`config.mk`:
```
export PLATFORM = sky130hd
export DESIGN_NAME = amc_mode_ctrl
export DESIGN_NICKNAME = d
export VERILOG_FILES = /design/src/include/amc_pkg.sv /design/src/rtl/amc_sync2.sv /design/src/rtl/amc_mode_ctrl.sv
export VERILOG_INCLUDE_DIRS = /design/src /design/src/include
export SDC_FILE = /design/constraint.sdc
export NUM_CORES = 1
export LEC_CHECK = 0
export BUFFER_PORTS_ARGS = -buffer_cell sky130_fd_sc_hd__buf_4
export CAP_MARGIN = 0
export CORE_MARGIN = 2
export CORE_UTILIZATION = 45
export DETAILED_ROUTE_END_ITERATION = 8
export PLACE_DENSITY = 0.79
export SLEW_MARGIN = 10
export SYNTH_ARGS = -nofsm -noshare
export SYNTH_HDL_FRONTEND = slang
export SYNTH_HIERARCHICAL = 1
export SYNTH_SLANG_ARGS = --single-unit
```
`constraint.sdc`:
```
create_clock -name core_clk_i -period 3.85 [get_ports core_clk_i]
set_clock_uncertainty 0.05 [all_clocks]
set_input_delay 0.1925 -clock core_clk_i [delete_from_list [all_inputs] [get_ports core_clk_i]]
set_output_delay 0.1925 -clock core_clk_i [all_outputs]
set_load 0.005 [all_outputs]
```
`src/include/amc_defines.svh`:
```
// Constants of the operating mode control block
`ifndef AMC_DEFINES_SVH
`define AMC_DEFINES_SVH
`define AMC_MODE_RESET 16'h01b0
`define AMC_MD_HI 15
`define AMC_MD_LO 13
`define AMC_POL_BIT 12
`define AMC_DEN_BIT 11
`define AMC_D1_BIT 10
`define AMC_D0_BIT 9
`define AMC_WL_BIT 8
`define AMC_REF_BIT 7
`define AMC_RN_HI 5
`define AMC_RN_LO 4
`define AMC_CLK_OUTPUT_GATE_BIT 3
`define AMC_BO_BIT 2
`define AMC_CH_HI 1
`define AMC_CH_LO 0
`define AMC_SETTLE_TICKS 8'h03
`define AMC_CAL_TICKS 8'h02
`define AMC_RES_W 24
`endif

```
`src/include/amc_pkg.sv`:
```
// Types of the operating mode control block
package amc_pkg;
  typedef enum logic [2:0] {
    AMC_MD_IDLE = 3'h0,
    AMC_MD_CONT = 3'h1,
    AMC_MD_SINGLE = 3'h2,
    AMC_MD_STBY = 3'h3,
    AMC_MD_IZS = 3'h4,
    AMC_MD_IFS = 3'h5,
    AMC_MD_SZS = 3'h6,
    AMC_MD_SFS = 3'h7
  } amc_mode_t;
  typedef enum logic [1:0] {
    AMC_ST_IDLE = 2'b00,
    AMC_ST_RUN = 2'b01,
    AMC_ST_CAL = 2'b11,
    AMC_ST_STBY = 2'b10
  } amc_state_t;
  typedef struct packed {
    logic pos_src_en;
    logic neg_sink_en;
  } amc_burn_t;
  typedef struct packed {
    logic offset_wr;
    logic gain_wr;
    logic [1:0] pair;
  } amc_cal_wr_t;
endpackage

```
`src/rtl/amc_sync2.sv`:
```
// Two flip-flop synchroniser
`timescale 1ns/100ps
`default_nettype none
module amc_sync2 (
  // Clock and reset
  input wire logic core_clk_i,
  input wire logic resetn_i,
  // Data
  input wire logic async_i,
  output logic sync_o
);
  logic meta_q;
  always_ff @(posedge core_clk_i or negedge resetn_i) begin
    if (!resetn_i) begin
      meta_q <= 1'b0;
      sync_o <= 1'b0;
    end else begin
      meta_q <= async_i;
      sync_o <= meta_q;
    end
  end
endmodule
`default_nettype wire

```
`src/rtl/amc_mode_ctrl.sv`:
```
// Operating mode sequencer and mode register
`timescale 1ns/100ps
`default_nettype none
`include "amc_defines.svh"
module amc_mode_ctrl (
  // Clock and reset
  input wire logic core_clk_i,
  input wire logic resetn_i,
  // Mode register write and read
  input wire logic mode_wr_i,
  input wire logic [15:0] mode_wdata_i,
  output logic [15:0] mode_rdata_o,
  // Data register read
  input wire logic data_rd_i,
  input wire logic [4:0] data_rd_bits_i,
  // Pins
  input wire logic sync_n_i,
  input wire logic standby_n_i,
  input wire logic ext_clk_i,
  // Filter side
  input wire logic update_tick_i,
  input wire logic [`AMC_RES_W-1:0] raw_result_i,
  input wire logic cal_done_tick_i,
  output logic mod_reset_o,
  output logic standby_o,
  output logic [`AMC_RES_W-1:0] data_reg_o,
  output logic [4:0] read_len_o,
  output logic ready_o,
  output amc_pkg::amc_cal_wr_t cal_wr_o,
  output logic cal_active_o,
  // Analog steering
  output logic [1:0] span_o,
  output logic hi_ref_o,
  output amc_pkg::amc_burn_t burn_o,
  output logic [1:0] pair_sel_o,
  output logic short_test_o,
  output logic straight_bin_o,
  // Digital pin outputs
  output logic [1:0] pin_out_o,
  output logic [1:0] pin_oe_o,
  output logic mclk_out_o
);
  import amc_pkg::*;

  logic [15:0] mode_q;
  logic [15:0] mode_d;
  amc_state_t state_q;
  amc_state_t state_d;
  logic [7:0] cnt_q;
  logic [7:0] cnt_d;
  logic [`AMC_RES_W-1:0] data_q;
  logic ready_q;
  logic ready_d;
  logic sync_n_s;
  logic stby_n_s;
  logic clk_s;
  logic clk_s_q;

  amc_sync2 u_sync_sync (
    .core_clk_i(core_clk_i),
    .resetn_i(resetn_i),
    .async_i(sync_n_i),
    .sync_o(sync_n_s)
  );
  amc_sync2 u_sync_stby (
    .core_clk_i(core_clk_i),
    .resetn_i(resetn_i),
    .async_i(standby_n_i),
    .sync_o(stby_n_s)
  );
  amc_sync2 u_sync_clk (
    .core_clk_i(core_clk_i),
    .resetn_i(resetn_i),
    .async_i(ext_clk_i),
    .sync_o(clk_s)
  );

  // Field decode
  wire amc_mode_t md_w = amc_mode_t'(mode_q[`AMC_MD_HI:`AMC_MD_LO]);
  wire is_cal_w = mode_q[`AMC_MD_HI];
  wire pin_stby_w = !stby_n_s;
  wire pin_sync_w = !sync_n_s;
  wire wl_w = mode_q[`AMC_WL_BIT];
  wire den_w = mode_q[`AMC_DEN_BIT];
  wire [1:0] ch_w = mode_q[`AMC_CH_HI:`AMC_CH_LO];
  wire settled_w = (cnt_q == `AMC_SETTLE_TICKS);
  wire cal_end_w = (cnt_q == `AMC_CAL_TICKS) && cal_done_tick_i;
  wire load_w = (state_q == AMC_ST_RUN) && update_tick_i &&
                ((md_w == AMC_MD_CONT) || settled_w);
  wire single_end_w = load_w && (md_w == AMC_MD_SINGLE);
  wire [4:0] len_w = wl_w ? 5'h18 : 5'h10;

  // Mode register: writes win, self clear after cal or single
  always_comb begin
    mode_d = mode_q;
    if (mode_wr_i) begin
      mode_d = mode_wdata_i;
    end else if (single_end_w) begin
      mode_d[`AMC_MD_HI:`AMC_MD_LO] = 3'h0;
    end else if ((state_q == AMC_ST_CAL) && cal_end_w) begin
      mode_d[`AMC_MD_HI:`AMC_MD_LO] = 3'h0;
    end
  end

  // Sequencer
  always_comb begin
    state_d = state_q;
    cnt_d = cnt_q;
    if (mode_wr_i) begin
      cnt_d = 8'h00;
      state_d = AMC_ST_IDLE;
    end else if (pin_stby_w || (md_w == AMC_MD_STBY)) begin
      state_d = AMC_ST_STBY;
    end else if (pin_sync_w || (md_w == AMC_MD_IDLE)) begin
      state_d = AMC_ST_IDLE;
      cnt_d = 8'h00;
    end else begin
      case (state_q)
        AMC_ST_IDLE, AMC_ST_STBY: begin
          cnt_d = 8'h00;
          state_d = is_cal_w ? AMC_ST_CAL : AMC_ST_RUN;
        end
        AMC_ST_RUN: begin
          if (update_tick_i && !settled_w) begin
            cnt_d = cnt_q + 8'h01;
          end
          if (single_end_w) begin
            state_d = AMC_ST_IDLE;
          end
        end
        AMC_ST_CAL: begin
          if (cal_done_tick_i && (cnt_q != `AMC_CAL_TICKS)) begin
            cnt_d = cnt_q + 8'h01;
          end
          if (cal_end_w) begin
            state_d = AMC_ST_IDLE;
          end
        end
        default: state_d = AMC_ST_IDLE;
      endcase
    end
  end

  // Ready: low on load, high during cal and after full read
  always_comb begin
    ready_d = ready_q;
    if ((state_q == AMC_ST_CAL) && !cal_end_w) begin
      ready_d = 1'b1;
    end else if ((state_q == AMC_ST_CAL) && cal_end_w) begin
      ready_d = 1'b0;
    end else if (load_w) begin
      ready_d = 1'b0;
    end else if (data_rd_i && (data_rd_bits_i == len_w)) begin
      ready_d = 1'b1;
    end
  end

  always_ff @(posedge core_clk_i or negedge resetn_i) begin
    if (!resetn_i) begin
      mode_q <= `AMC_MODE_RESET;
      state_q <= AMC_ST_IDLE;
      cnt_q <= 8'h00;
      ready_q <= 1'b1;
      clk_s_q <= 1'b0;
    end else begin
      mode_q <= mode_d;
      state_q <= state_d;
      cnt_q <= cnt_d;
      ready_q <= ready_d;
      clk_s_q <= clk_s;
    end
  end

  // Result coding
  wire [`AMC_RES_W-1:0] coded_w = mode_q[`AMC_POL_BIT] ? raw_result_i :
    {~raw_result_i[`AMC_RES_W-1], raw_result_i[`AMC_RES_W-2:0]};

  always_ff @(posedge core_clk_i or negedge resetn_i) begin
    if (!resetn_i) begin
      data_q <= 24'h000000;
    end else if (load_w) begin
      data_q <= coded_w;
    end
  end

  // Calibration register write strobes
  wire cal_fire_w = (state_q == AMC_ST_CAL) && cal_end_w;
  always_ff @(posedge core_clk_i or negedge resetn_i) begin
    if (!resetn_i) begin
      cal_wr_o <= '0;
    end else begin
      cal_wr_o.offset_wr <= cal_fire_w && ((md_w == AMC_MD_IZS) ||
        (md_w == AMC_MD_IFS) || (md_w == AMC_MD_SZS));
      cal_wr_o.gain_wr <= cal_fire_w &&
        ((md_w == AMC_MD_IFS) || (md_w == AMC_MD_SFS));
      cal_wr_o.pair <= (ch_w == 2'h3) ? 2'h2 : {1'b0, ch_w[0]};
    end
  end

  // Outputs
  assign mode_rdata_o = mode_q;
  assign mod_reset_o = (state_q == AMC_ST_IDLE) ||
                       (state_q == AMC_ST_STBY);
  assign standby_o = (state_q == AMC_ST_STBY);
  assign data_reg_o = data_q;
  assign read_len_o = len_w;
  assign ready_o = ready_q;
  assign cal_active_o = (state_q == AMC_ST_CAL);
  assign span_o = mode_q[`AMC_RN_HI:`AMC_RN_LO];
  assign hi_ref_o = mode_q[`AMC_REF_BIT];
  assign straight_bin_o = mode_q[`AMC_POL_BIT];
  assign burn_o.pos_src_en = mode_q[`AMC_BO_BIT];
  assign burn_o.neg_sink_en = mode_q[`AMC_BO_BIT];
  assign pair_sel_o = ch_w;
  assign short_test_o = (ch_w == 2'h2);
  assign pin_oe_o = {den_w, den_w};
  assign pin_out_o = den_w ? {mode_q[`AMC_D1_BIT], mode_q[`AMC_D0_BIT]} :
                     2'h0;
  assign mclk_out_o = mode_q[`AMC_CLK_OUTPUT_GATE_BIT] ? 1'b0 : clk_s_q;

  // Checks
  reset_mode_a: assert property (@(posedge core_clk_i)
    $rose(resetn_i) |-> mode_q == `AMC_MODE_RESET)
    else $error("mode reset value wrong");
  stby_state_a: assert property (@(posedge core_clk_i)
    disable iff (!resetn_i)
    (!mode_wr_i && pin_stby_w) |=> standby_o)
    else $error("standby not entered");
  sync_keep_a: assert property (@(posedge core_clk_i)
    disable iff (!resetn_i)
    (!mode_wr_i && pin_sync_w && !single_end_w && !cal_fire_w) |=>
    $stable(mode_q))
    else $error("sync pin changed mode field");
  cal_ready_a: assert property (@(posedge core_clk_i)
    disable iff (!resetn_i)
    (cal_active_o && !cal_end_w) |=> ready_q)
    else $error("ready low during calibration");
  cal_clear_a: assert property (@(posedge core_clk_i)
    disable iff (!resetn_i)
    (cal_fire_w && !mode_wr_i) |=> (mode_q[15:13] == 3'h0) && !ready_q)
    else $error("calibration did not return idle");
  single_end_a: assert property (@(posedge core_clk_i)
    disable iff (!resetn_i)
    (single_end_w && !mode_wr_i) |=> mode_q[15:13] == 3'h0 &&
    data_q == $past(coded_w))
    else $error("single conversion end wrong");
  gain_only_a: assert property (@(posedge core_clk_i)
    disable iff (!resetn_i)
    (cal_fire_w && md_w == AMC_MD_SFS) |=> cal_wr_o.gain_wr &&
    !cal_wr_o.offset_wr)
    else $error("system full cal strobes wrong");
  clk_gate_a: assert property (@(posedge core_clk_i)
    disable iff (!resetn_i)
    mode_q[`AMC_CLK_OUTPUT_GATE_BIT] |-> !mclk_out_o)
    else $error("clock output not low");
  pin_drive_a: assert property (@(posedge core_clk_i)
    disable iff (!resetn_i)
    !den_w |-> (pin_oe_o == 2'h0) && (pin_out_o == 2'h0))
    else $error("pins driven while disabled");
endmodule
`default_nettype wire

```
## Yosys cells after proc, flatten, opt, wreduce, memory -nomap -nowiden

Cells that the tools add are included.

- Bits in registers: 62
- Bits of input ports: 54
- Output and inout port bits: 67
- Logic and storage cells: 93

- Add/subtract/negate cells: 1
- Eq/ne operators: 21
- Mux-type cells: 25
- Bitwise logic cells: 1
- Reduce and logical (&&, ||, !) cells: 29

Operator list:

| cell | count |
|---|---|
| $mux W8 | 5 |
| $mux W24 | 1 |
| $pmux W8 S3 | 1 |
| $eq A8 B2 Y1 const B | 2 |
| $mux W2 | 8 |
| $eq A3 B3 Y1 const B | 4 |
| $logic_and A1 B1 Y1 | 11 |
| $mux W3 | 3 |
| $add A8 B1 Y8 const B | 1 |
| $eq A2 B2 Y1 const B | 4 |
| $ne A4 B2 Y1 const B | 2 |
| $ne A8 B2 Y1 const B | 1 |
| $logic_or A1 B1 Y1 | 7 |
| $eq A3 B2 Y1 const B | 2 |
| $pmux W2 S3 | 1 |
| $eq A5 B5 Y1 | 1 |
| $mux W1 | 5 |
| $ne A5 B2 Y1 const B | 1 |
| $ne A5 B3 Y1 const B | 1 |
| $logic_not A1 Y1 | 4 |
| $mux W4 | 1 |
| $reduce_bool A4 Y1 | 1 |
| $eq A3 B1 Y1 const B | 1 |
| $logic_not A3 Y1 | 1 |
| 8 further kinds | 8 |

## Logic depth before layout (Yosys ltp)

Gate-level depths: netlist of the first run.

- Word-level depth: 9
- Depth in mapped cells: 7
- Depth with buffers taken out: 6

## Cells and area by module

The synthesis of the first run kept the hierarchy.

Modules (own cells, without submodules):

| module | instances | cells an instance | area an instance (um2) | seq. area each (um2) |
|---|---|---|---|---|
| amc_mode_ctrl | 1 | 202 | 2571.2 | 1407.6 |
| amc_sync2 | 3 | 2 | 50.0 | 50.0 |

## Worst setup path before layout of the first run

No wires, ideal clock.

- Path type: register to register
- From: register cnt_q[3]
- To: register data_q[10] (netlist: data_reg_o[10])
- Setup time: 125 ps
- Data arrival time: 1740 ps
- Data required time: 3675 ps
- Setup slack: 1935 ps
- Stages on the path, launching flop included: 7
- Buffers on the path: 2
- Period minus slack after synthesis: 1915 ps
- Path through: dfrtp_1 -> nor4_4 -> and3_1 -> o2111a_1 -> buf_6 -> clkbuf_8 -> mux2_2

- Longest elaborated chain between the ends: 3

RTL lines:

| what | line | text |
|---|---|---|
| from (decl) | amc_mode_ctrl.sv:49 | `logic [7:0] cnt_q;` |
| from (signal assigned) | amc_mode_ctrl.sv:168 | `cnt_q <= cnt_d;` |
| $eq A8 B2 Y1 (no source line) | - |  |
| $logic_or A1 B1 Y1 | amc_mode_ctrl.sv:89 | `((md_w == AMC_MD_CONT) \|\| settled_w);` |
| $logic_and A1 B1 Y1 | amc_mode_ctrl.sv:88 | `wire load_w = (state_q == AMC_ST_RUN) && update_tick_i &&` |
| to (signal assigned) | amc_mode_ctrl.sv:182 | `data_q <= coded_w;` |
| to (decl) | amc_mode_ctrl.sv:51 | `` logic [`AMC_RES_W-1:0] data_q; `` |

Every way passes these cells.
A chain may end at the register's enable or synchronous reset.

## Worst setup path in the final report of the first run

- From: register mode_q[15] (netlist: mode_rdata_o[15])
- To: register cnt_q[3]

- Longest elaborated chain between the ends: 5
- Elaborated cells on any way between the ends: 11
- Those cells by class: eq/ne: 4; mux: 3; reduce/logical: 4

RTL lines:

| what | line | text |
|---|---|---|
| from (decl) | amc_mode_ctrl.sv:45 | `logic [15:0] mode_q;` |
| from (signal assigned) | amc_mode_ctrl.sv:160 | `` mode_q <= `AMC_MODE_RESET; `` |
| from (signal assigned) | amc_mode_ctrl.sv:166 | `mode_q <= mode_d;` |
| $logic_not A3 Y1 | amc_mode_ctrl.sv:114 | `end else if (pin_sync_w \|\| (md_w == AMC_MD_IDLE)) begin` |
| $logic_or A1 B1 Y1 | amc_mode_ctrl.sv:114 |  |
| $mux W8 | amc_mode_ctrl.sv:114 |  |
| $mux W8 | amc_mode_ctrl.sv:112 | `end else if (pin_stby_w \|\| (md_w == AMC_MD_STBY)) begin` |
| $mux W8 | amc_mode_ctrl.sv:109 | `if (mode_wr_i) begin` |

Several ways; a longest one is shown, not always the timed one. The select of a mux whose other input is x is not followed.

==> results of run 1 <==
cell usage in the layout, fill, tap and decap left out, types with 5 or more instances in the layout:
| master | netlist | routed |
|---|---|---|
| dfrtp_1 | 57 | 57 |
| mux2_2 | 37 | 37 |
| nor2_1 | 6 | 6 |
| nand2_1 | 8 | 8 |
| clkbuf_8 | 1 | 10 |
| dfstp_2 | 5 | 5 |
| buf_4 | 15 | 117 |
| a31oi_1 | 14 | 14 |
| inv_1 | 8 | 8 |
kinds of logic after synthesis:
kind of cell | after synthesis
flops | 62
simple gates | 42
mux | 37
compound gates | 32
buf+inv | 29
fa+ha+maj | 2
other cells | 2
xor+xnor | 2
stage by stage:
stage	setup WS, ns	area [um^2]
final	1.73	3730
after global routing	1.52	3730
after CTS	1.77	3730
after detailed placement	1.78	3520
after global placement	1.82	3520
after floorplan	1.94	2730
final cells by class:
class	count	area share (%)
well taps	75	2.51
clock inverters	5	0.939
repair buffers	121	24.6
flip-flops and latches	62	41.7
multi-input cells	119	25.6
inverters	8	0.805
clock buffers	11	3.79
where the power goes:
part           total, W  leakage [nW]  internal, W  switching (W)
clock network  0.000498        0.0893     0.000251       0.000248
logic          0.000262         0.987     0.000171      0.0000908
registers      0.000758         0.793     0.000717      0.0000412
total           0.00152          1.87      0.00114       0.000380
state kept, by name (all words and copies together) (netlist names):
register and flops:
cal_wr_o 4, clk_s_q 1, cnt_q 8, data_reg_o 24, mode_rdata_o 16, ready_o 1
state_q 2, u_sync_clk/meta_q 1, u_sync_clk/sync_o 1, u_sync_stby/meta_q 1, u_sync_stby/sync_o 1, u_sync_sync/meta_q 1
u_sync_sync/sync_o 1
repair_timing:
item | 4_1_cts | 5_1_grt
gates resized for setup | 0 | 0
hold buffers | 4 | 0
endpoints found under the hold margin | 60 | 0
routing by layer:
layer,GRT usage [%],part of all wire [%],up-vias
met5,0,0,-
met4,9.50,1.5,0
met3,3.74,6.6,7
met2,29.7,51,69
met1,22.3,41,968
li1,-,-,953
how the worst min path moves through the flow:
| stage | to | slack, ns | cells past startpoint | start |
|---|---|---|---|---|
| floorplan | cal_wr_o[0] | -0.15 | 0 | resetn_i |
| global placement | u_sync_clk/meta_q | 0.25 | 1 | ext_clk_i |
| detailed placement | u_sync_stby/meta_q | 0.25 | 1 | standby_n_i |
| CTS | mode_rdata_o[14] | 0.01 | 2 | mode_wdata_i[14] |
| global route | mode_rdata_o[14] | 0.01 | 2 | mode_wdata_i[14] |
| finish | mode_rdata_o[14] | 0.03 | 2 | mode_wdata_i[14] |
==> flow_metrics.env, run 1 <==
export IMPL_holdWs_ns=0.0270
export IMPL_core_mm2=0.00589
export IMPL_drtAntennaViolNets=0
export IMPL_setup_worst_path_start_class="flip-flop"
export IMPL_synth_edf_count=0
export IMPL_p_per_area_mw_per_mm2=407
export IMPL_reg2reg_slack_ns=1.73
export IMPL_avgViaCountPerCell=4.98
export IMPL_clk_transition_reported_paths_ns=0.07
export IMPL_synthDistinctLibCells=43
export IMPL_wl_per_cell_um=14.5
export IMPL_antenna_found_initial=0
export IMPL_cp_slowest_stage_delay_ns=0.57
export IMPL_yosysSeqAreaShare_pct=57.2
export IMPL_grt_use_total_pct=18.0
export IMPL_place_inst=381
export IMPL_required_ns=4.04
export IMPL_drt_pass1_iterations=4
export IMPL_slowest_stage="a21boi_1"
export IMPL_place_hpwl_um=4180
export IMPL_synthCells=208
export IMPL_multi_input_comb_area_um2=956
export IMPL_synthSimpleGateAreaFrac_pct=9.15
export IMPL_rsz0062_at_grt="false"
export IMPL_finalCritPeriodShare_pct=55.0
export IMPL_grt_max_degree=63
export IMPL_placementRows=28
export IMPL_final_util_pct=63.4
export IMPL_grt_pass1_vias=2004
export IMPL_path_buf_inv=0
export IMPL_finalHoldViolCount=0
export IMPL_setup_viol=0
export IMPL_p_leak_nw=1.87
export IMPL_wl_um=5810
export IMPL_critPathKind="flip-flop to flip-flop"
export IMPL_initial_utilization_pct=46.2
export IMPL_dieArea_mm2=0.00669
export IMPL_async_flop_share_pct=100
export IMPL_total_power_w=0.00152
export IMPL_syn_mean_instance_area_um2=13.1
export IMPL_synth_xor_area_share_pct=0.644
export IMPL_clkSinkCount=62
export IMPL_cp_max_fo=10
export IMPL_tightest_slew_ns=0.749
export IMPL_path_cells="o31ai_1 > nor3_2 > a21boi_1 > a31oi_1 > a31oi_1"
export IMPL_crit_path_end="cnt_q[3]"
export IMPL_syn_area_mm2=0.00272
export IMPL_max_freq_ghz=0.472
export IMPL_worstSetupStartpoint="mode_rdata_o[15]"
export IMPL_clock_latency_ns=0.33
export IMPL_synth_flop_cell="dfrtp_1"
export IMPL_maxCapViolations=0
export IMPL_synth_top_area_share_pct=52.4
export IMPL_area_delta_synth_final_pct=37.1
export IMPL_reg2reg_to="cnt_q[3]"
export IMPL_fill_cells=486
export IMPL_synthTopCellsByArea="dfrtp_1 52%, mux2_2 15%, dfstp_2 4.8%"
export IMPL_die_w_um=81.8
export IMPL_io_pins=121
export IMPL_clockBufferDepth=2
export IMPL_overflow=0
export IMPL_gp_congestion=0.761
export IMPL_die_h_um=81.8
export IMPL_synth_seq_cells=62
export IMPL_synth_mux_area_share_pct=15.3
export IMPL_seqCellArea_mm2=0.00156
export IMPL_io_buffers=116
export IMPL_synth_common_cells="57 x dfrtp_1, 37 x mux2_2, 15 x buf_4"
export IMPL_crit_arrival_ns=2.31
export IMPL_synth_compound_area_share_pct=8.55
export IMPL_cp_num_cells=5
export IMPL_nets=377
export IMPL_cts_buffers=9
export IMPL_slew_headroom_pct=50.1
export IMPL_crit_top_cell="a31oi_1"
export IMPL_synth_top_family_by_area="multiplexers"
export IMPL_antennaDiodeCount=0
export IMPL_cts_setup_buffers=0
export IMPL_cts_tree="built"
export IMPL_yosys_area_share_adder_pct=0.920
export IMPL_drv_slew=0
export IMPL_synth_warnings=6
export IMPL_period_minus_slack_ns=2.12
export IMPL_setup_tns_final_ns=0
export IMPL_remaining_drc_errors=0
export IMPL_drive_above_1_share_pct=55.5
export IMPL_r2r_start="mode_rdata_o[15]"
export IMPL_status="finished, final reports clean"
export IMPL_vias=1997
export IMPL_stdcell_count=401
export IMPL_ir_drop_mv=0.312
export IMPL_r2r_cells=5
export IMPL_drt_iter0_markers=157
export IMPL_grt_pass1_wl_um=9060
export IMPL_cts_root_buf="clkbuf_8"
export IMPL_synth_top_area_cell="dfrtp_1"
export IMPL_crit_path_end_kind="flip-flop"
export IMPL_crit_family="compound AO/OA/AOI/OAI gates"
export IMPL_synth_most_common_cell="dfrtp_1"
export IMPL_min_path_type="input pin to flip-flop"
export IMPL_htree_num_levels=3
Note: power is estimated with default switching activity, not from simulation.
==> run 2: changes to the inputs <==
--- a/config.mk
+++ b/config.mk
@@ -6,12 +6,13 @@
 export SDC_FILE = /design/constraint.sdc
 export NUM_CORES = 1
 export LEC_CHECK = 0
+export ABC_AREA = 1
 export BUFFER_PORTS_ARGS = -buffer_cell sky130_fd_sc_hd__buf_4
 export CAP_MARGIN = 0
 export CORE_MARGIN = 2
 export CORE_UTILIZATION = 45
 export DETAILED_ROUTE_END_ITERATION = 8
-export PLACE_DENSITY = 0.79
+export PLACE_DENSITY = 0.78
 export SLEW_MARGIN = 10
 export SYNTH_ARGS = -nofsm -noshare
 export SYNTH_HDL_FRONTEND = slang
==> constraint.sdc (replaced) <==
create_clock -name core_clk_i -period 2 [get_ports core_clk_i]
set_clock_uncertainty 0.05 [all_clocks]
set_input_delay 0.1 -clock core_clk_i [delete_from_list [all_inputs] [get_ports core_clk_i]]
set_output_delay 0.1 -clock core_clk_i [all_outputs]
set_load 0.005 [all_outputs]
==> run 2 against run 1 <==
Against the previous run:
- sequential power is 93% higher
- largest cell class unchanged
- global-route usage up 6.3 points
- highest routed layer unchanged
- setup slack worse by 1.4 ns
- core utilization rose by 6.0 points
- largest power group unchanged
==> flow_metrics.env, run 2 <==
export IMPL_required_ns=2.17
export IMPL_stdcell_area_mm2=0.00433
export IMPL_place_hpwl_um=4990
export IMPL_synth_top_area_share_pct=49.9
export IMPL_highest_layer="met4"
export IMPL_yosysSeqAreaShare_pct=54.5
export IMPL_die_h_um=83.7
export IMPL_synth_top_area_cell="dfrtp_1"
export IMPL_cts_buffers=9
export IMPL_largest_register_ff_count=24
export IMPL_dieArea_mm2=0.00700
export IMPL_htree_num_levels=3
export IMPL_finalHoldViolCount=0
export IMPL_min_path_type="input pin to flip-flop"
export IMPL_critPathKind="flip-flop to flip-flop"
export IMPL_gp_congestion=0.913
export IMPL_vias=2859
export IMPL_max_freq_ghz=0.583
export IMPL_crit_arrival_ns=1.89
export IMPL_syn_area_mm2=0.00286
export IMPL_drv_slew=0
export IMPL_antenna_found_initial=0
export IMPL_io_buffers=116
export IMPL_placementRows=29
export IMPL_synthDistinctLibCells=29
export IMPL_setup_viol=0
export IMPL_crit_top_cell="nand2_1"
export IMPL_drtAntennaViolNets=0
export IMPL_cts_resized=0
export IMPL_cp_slowest_stage_delay_ns=0.42
export IMPL_crit_path_end_kind="flip-flop"
export IMPL_path_cells="ha_1 > nand2_1 > o21ai_2 > nand2_2 > clkinv_2 > nand2_1 > nand2_1"
export IMPL_maxCapViolations=0
export IMPL_die_w_um=83.7
export IMPL_nets=556
export IMPL_avgViaCountPerCell=4.91
export IMPL_synth_common_cells="161 x nand2_1, 57 x dfrtp_1, 23 x inv_1"
export IMPL_synth_most_common_cell="nand2_1"
export IMPL_fill_cells=481
export IMPL_drt_pass1_iterations=4
export IMPL_synth_seq_cells=62
export IMPL_synthSimpleGateAreaFrac_pct=31.0
export IMPL_tightest_slew_ns=0.753
export IMPL_wl_met1_um=3150
export IMPL_clk_transition_reported_paths_ns=0.07
export IMPL_synth_mux_area_share_pct=0
export IMPL_initial_utilization_pct=45.8
export IMPL_cts_tree="built"
export IMPL_p_per_area_mw_per_mm2=763
export IMPL_drt_iter0_markers=194
export IMPL_reg2reg_slack_ns=0.28
export IMPL_grt_use_total_pct=24.3
export IMPL_synth_flop_cell="dfrtp_1"
export IMPL_crit_family="simple AND/OR/NAND/NOR gates"
export IMPL_core_mm2=0.00624
export IMPL_rsz0062_at_grt="false"
export IMPL_slew_headroom_pct=49.8
export IMPL_synthTopCellsByArea="dfrtp_1 50%, nand2_1 21%, dfstp_2 4.6%"
export IMPL_synthCells=351
export IMPL_p_leak_nw=2.36
export IMPL_grt_pass1_wl_um=13400
export IMPL_overflow=0
export IMPL_finalCritPeriodShare_pct=85.8
export IMPL_path_buf_inv=1
export IMPL_seqCellArea_mm2=0.00156
export IMPL_synth_edf_count=0
export IMPL_clockBufferDepth=2
export IMPL_setup_tns_final_ns=0
export IMPL_io_pins=121
export IMPL_ir_drop_mv=0.533
export IMPL_syn_mean_instance_area_um2=8.14
export IMPL_clkSinkCount=62
export IMPL_area_delta_synth_final_pct=51.6
export IMPL_cts_root_buf="clkbuf_8"
export IMPL_synth_xor_area_share_pct=0.920
export IMPL_slowest_stage="dfrtp_1"
export IMPL_final_common_cell="nand2_1"
export IMPL_period_minus_slack_ns=1.72
export IMPL_async_flop_share_pct=100
export IMPL_multi_input_comb_area_mm2=0.00104
export IMPL_yosys_area_share_adder_pct=0.876
export IMPL_drive_above_1_share_pct=29.5
export IMPL_remaining_drc_errors=0
export IMPL_wl_per_cell_um=14.0
export IMPL_grt_pass1_vias=2905
export IMPL_cp_max_fo=23
export IMPL_grt_max_degree=63
export IMPL_place_area_mm2=0.00367
export IMPL_cts_setup_buffers=0
export IMPL_wl_um=8120
export IMPL_synth_warnings=6
export IMPL_setup_worst_path_start_class="flip-flop"
export IMPL_dr_wl_met3_um=595
export IMPL_antennaDiodeCount=0
export IMPL_synth_compound_area_share_pct=2.98
export IMPL_status="finished, final reports clean"
export IMPL_layout_common_cells="161 x nand2_1, 118 x buf_4, 57 x dfrtp_1"
export IMPL_synth_top_family_by_area="simple AND/OR/NAND/NOR gates"
export IMPL_wl_met2_um=4190
export IMPL_clock_latency_ns=0.33
[run 2: layout make-up]
type / count / share of cell area (%)
inverters: 24 / 2.11
repair buffers: 161 / 30.4
multi-input cells: 242 / 23.9
well taps: 77 / 2.22
clock buffers: 11 / 3.50
flip-flops and latches: 62 / 36.0
clock inverters: 5 / 1.88
[run 2: metrics by stage]
step | utilization [%] | power (W) | setup WS [ns] | hold slack, ns | instances
floorplan | - | 0.00166 | 0.554 | -0.246 | 353
global placement | 58.8 | 0.00197 | 0.375 | 0.160 | 523
detailed placement | 58.8 | 0.00199 | 0.316 | 0.161 | 523
CTS | 69.4 | 0.00331 | 0.305 | 0.0141 | 582
global route | 69.4 | 0.00346 | 0.150 | 0.0351 | 582
finish | 69.4 | 0.00330 | 0.283 | 0.0306 | 582
[run 2: path summary, 6_finish.rpt]
path	startpoint	end	cells past startpoint
max in group asynchronous	resetn_i	mode_rdata_o[0]	2
min in group asynchronous	resetn_i	data_reg_o[0]	2
worst max register to register	cnt_q[0]	data_reg_o[13]	7
worst max-delay path	cnt_q[0]	data_reg_o[13]	7
worst min-delay path	data_rd_bits_i[1]	ready_o	4
worst min register to register	u_sync_sync/meta_q	u_sync_sync/sync_o	0
[run 2: power breakdown]
part	switching [W]	total [W]	leakage, nW	internal, W
logic	0.000246	0.000584	1.45	0.000338
clock network	0.000489	0.00126	0.116	0.000769
registers	0.0000838	0.00146	0.799	0.00138
[run 2: per-layer routing]
metal  global-route usage [%]  up-vias
met5                        0        -
met4                     10.7        0
met2                     42.5      124
met1                     27.9     1358
met3                     6.43       19
li1                         -     1358
[run 2: kinds of logic after synthesis]
logic type | after synthesis
other cells | 2
flops | 62
compound gates | 16
simple gates | 217
fa+ha+maj | 2
xor+xnor | 3
buf+inv | 49
[run 2: what timing repair did]
| action | CTS | global route |
|---|---|---|
| endpoints found under the hold margin | 99 | 0 |
| hold buffers | 43 | 0 |
| setup endpoints to repair | 0 | 0 |
[run 2: worst reg2reg max path, stage by stage (launching register included)]
cell      delay [ns]
dfrtp_1         0.42
ha_1            0.29
nand2_1         0.13
o21ai_2         0.08
nand2_2         0.10
clkinv_2        0.28
nand2_1         0.18
nand2_1         0.07
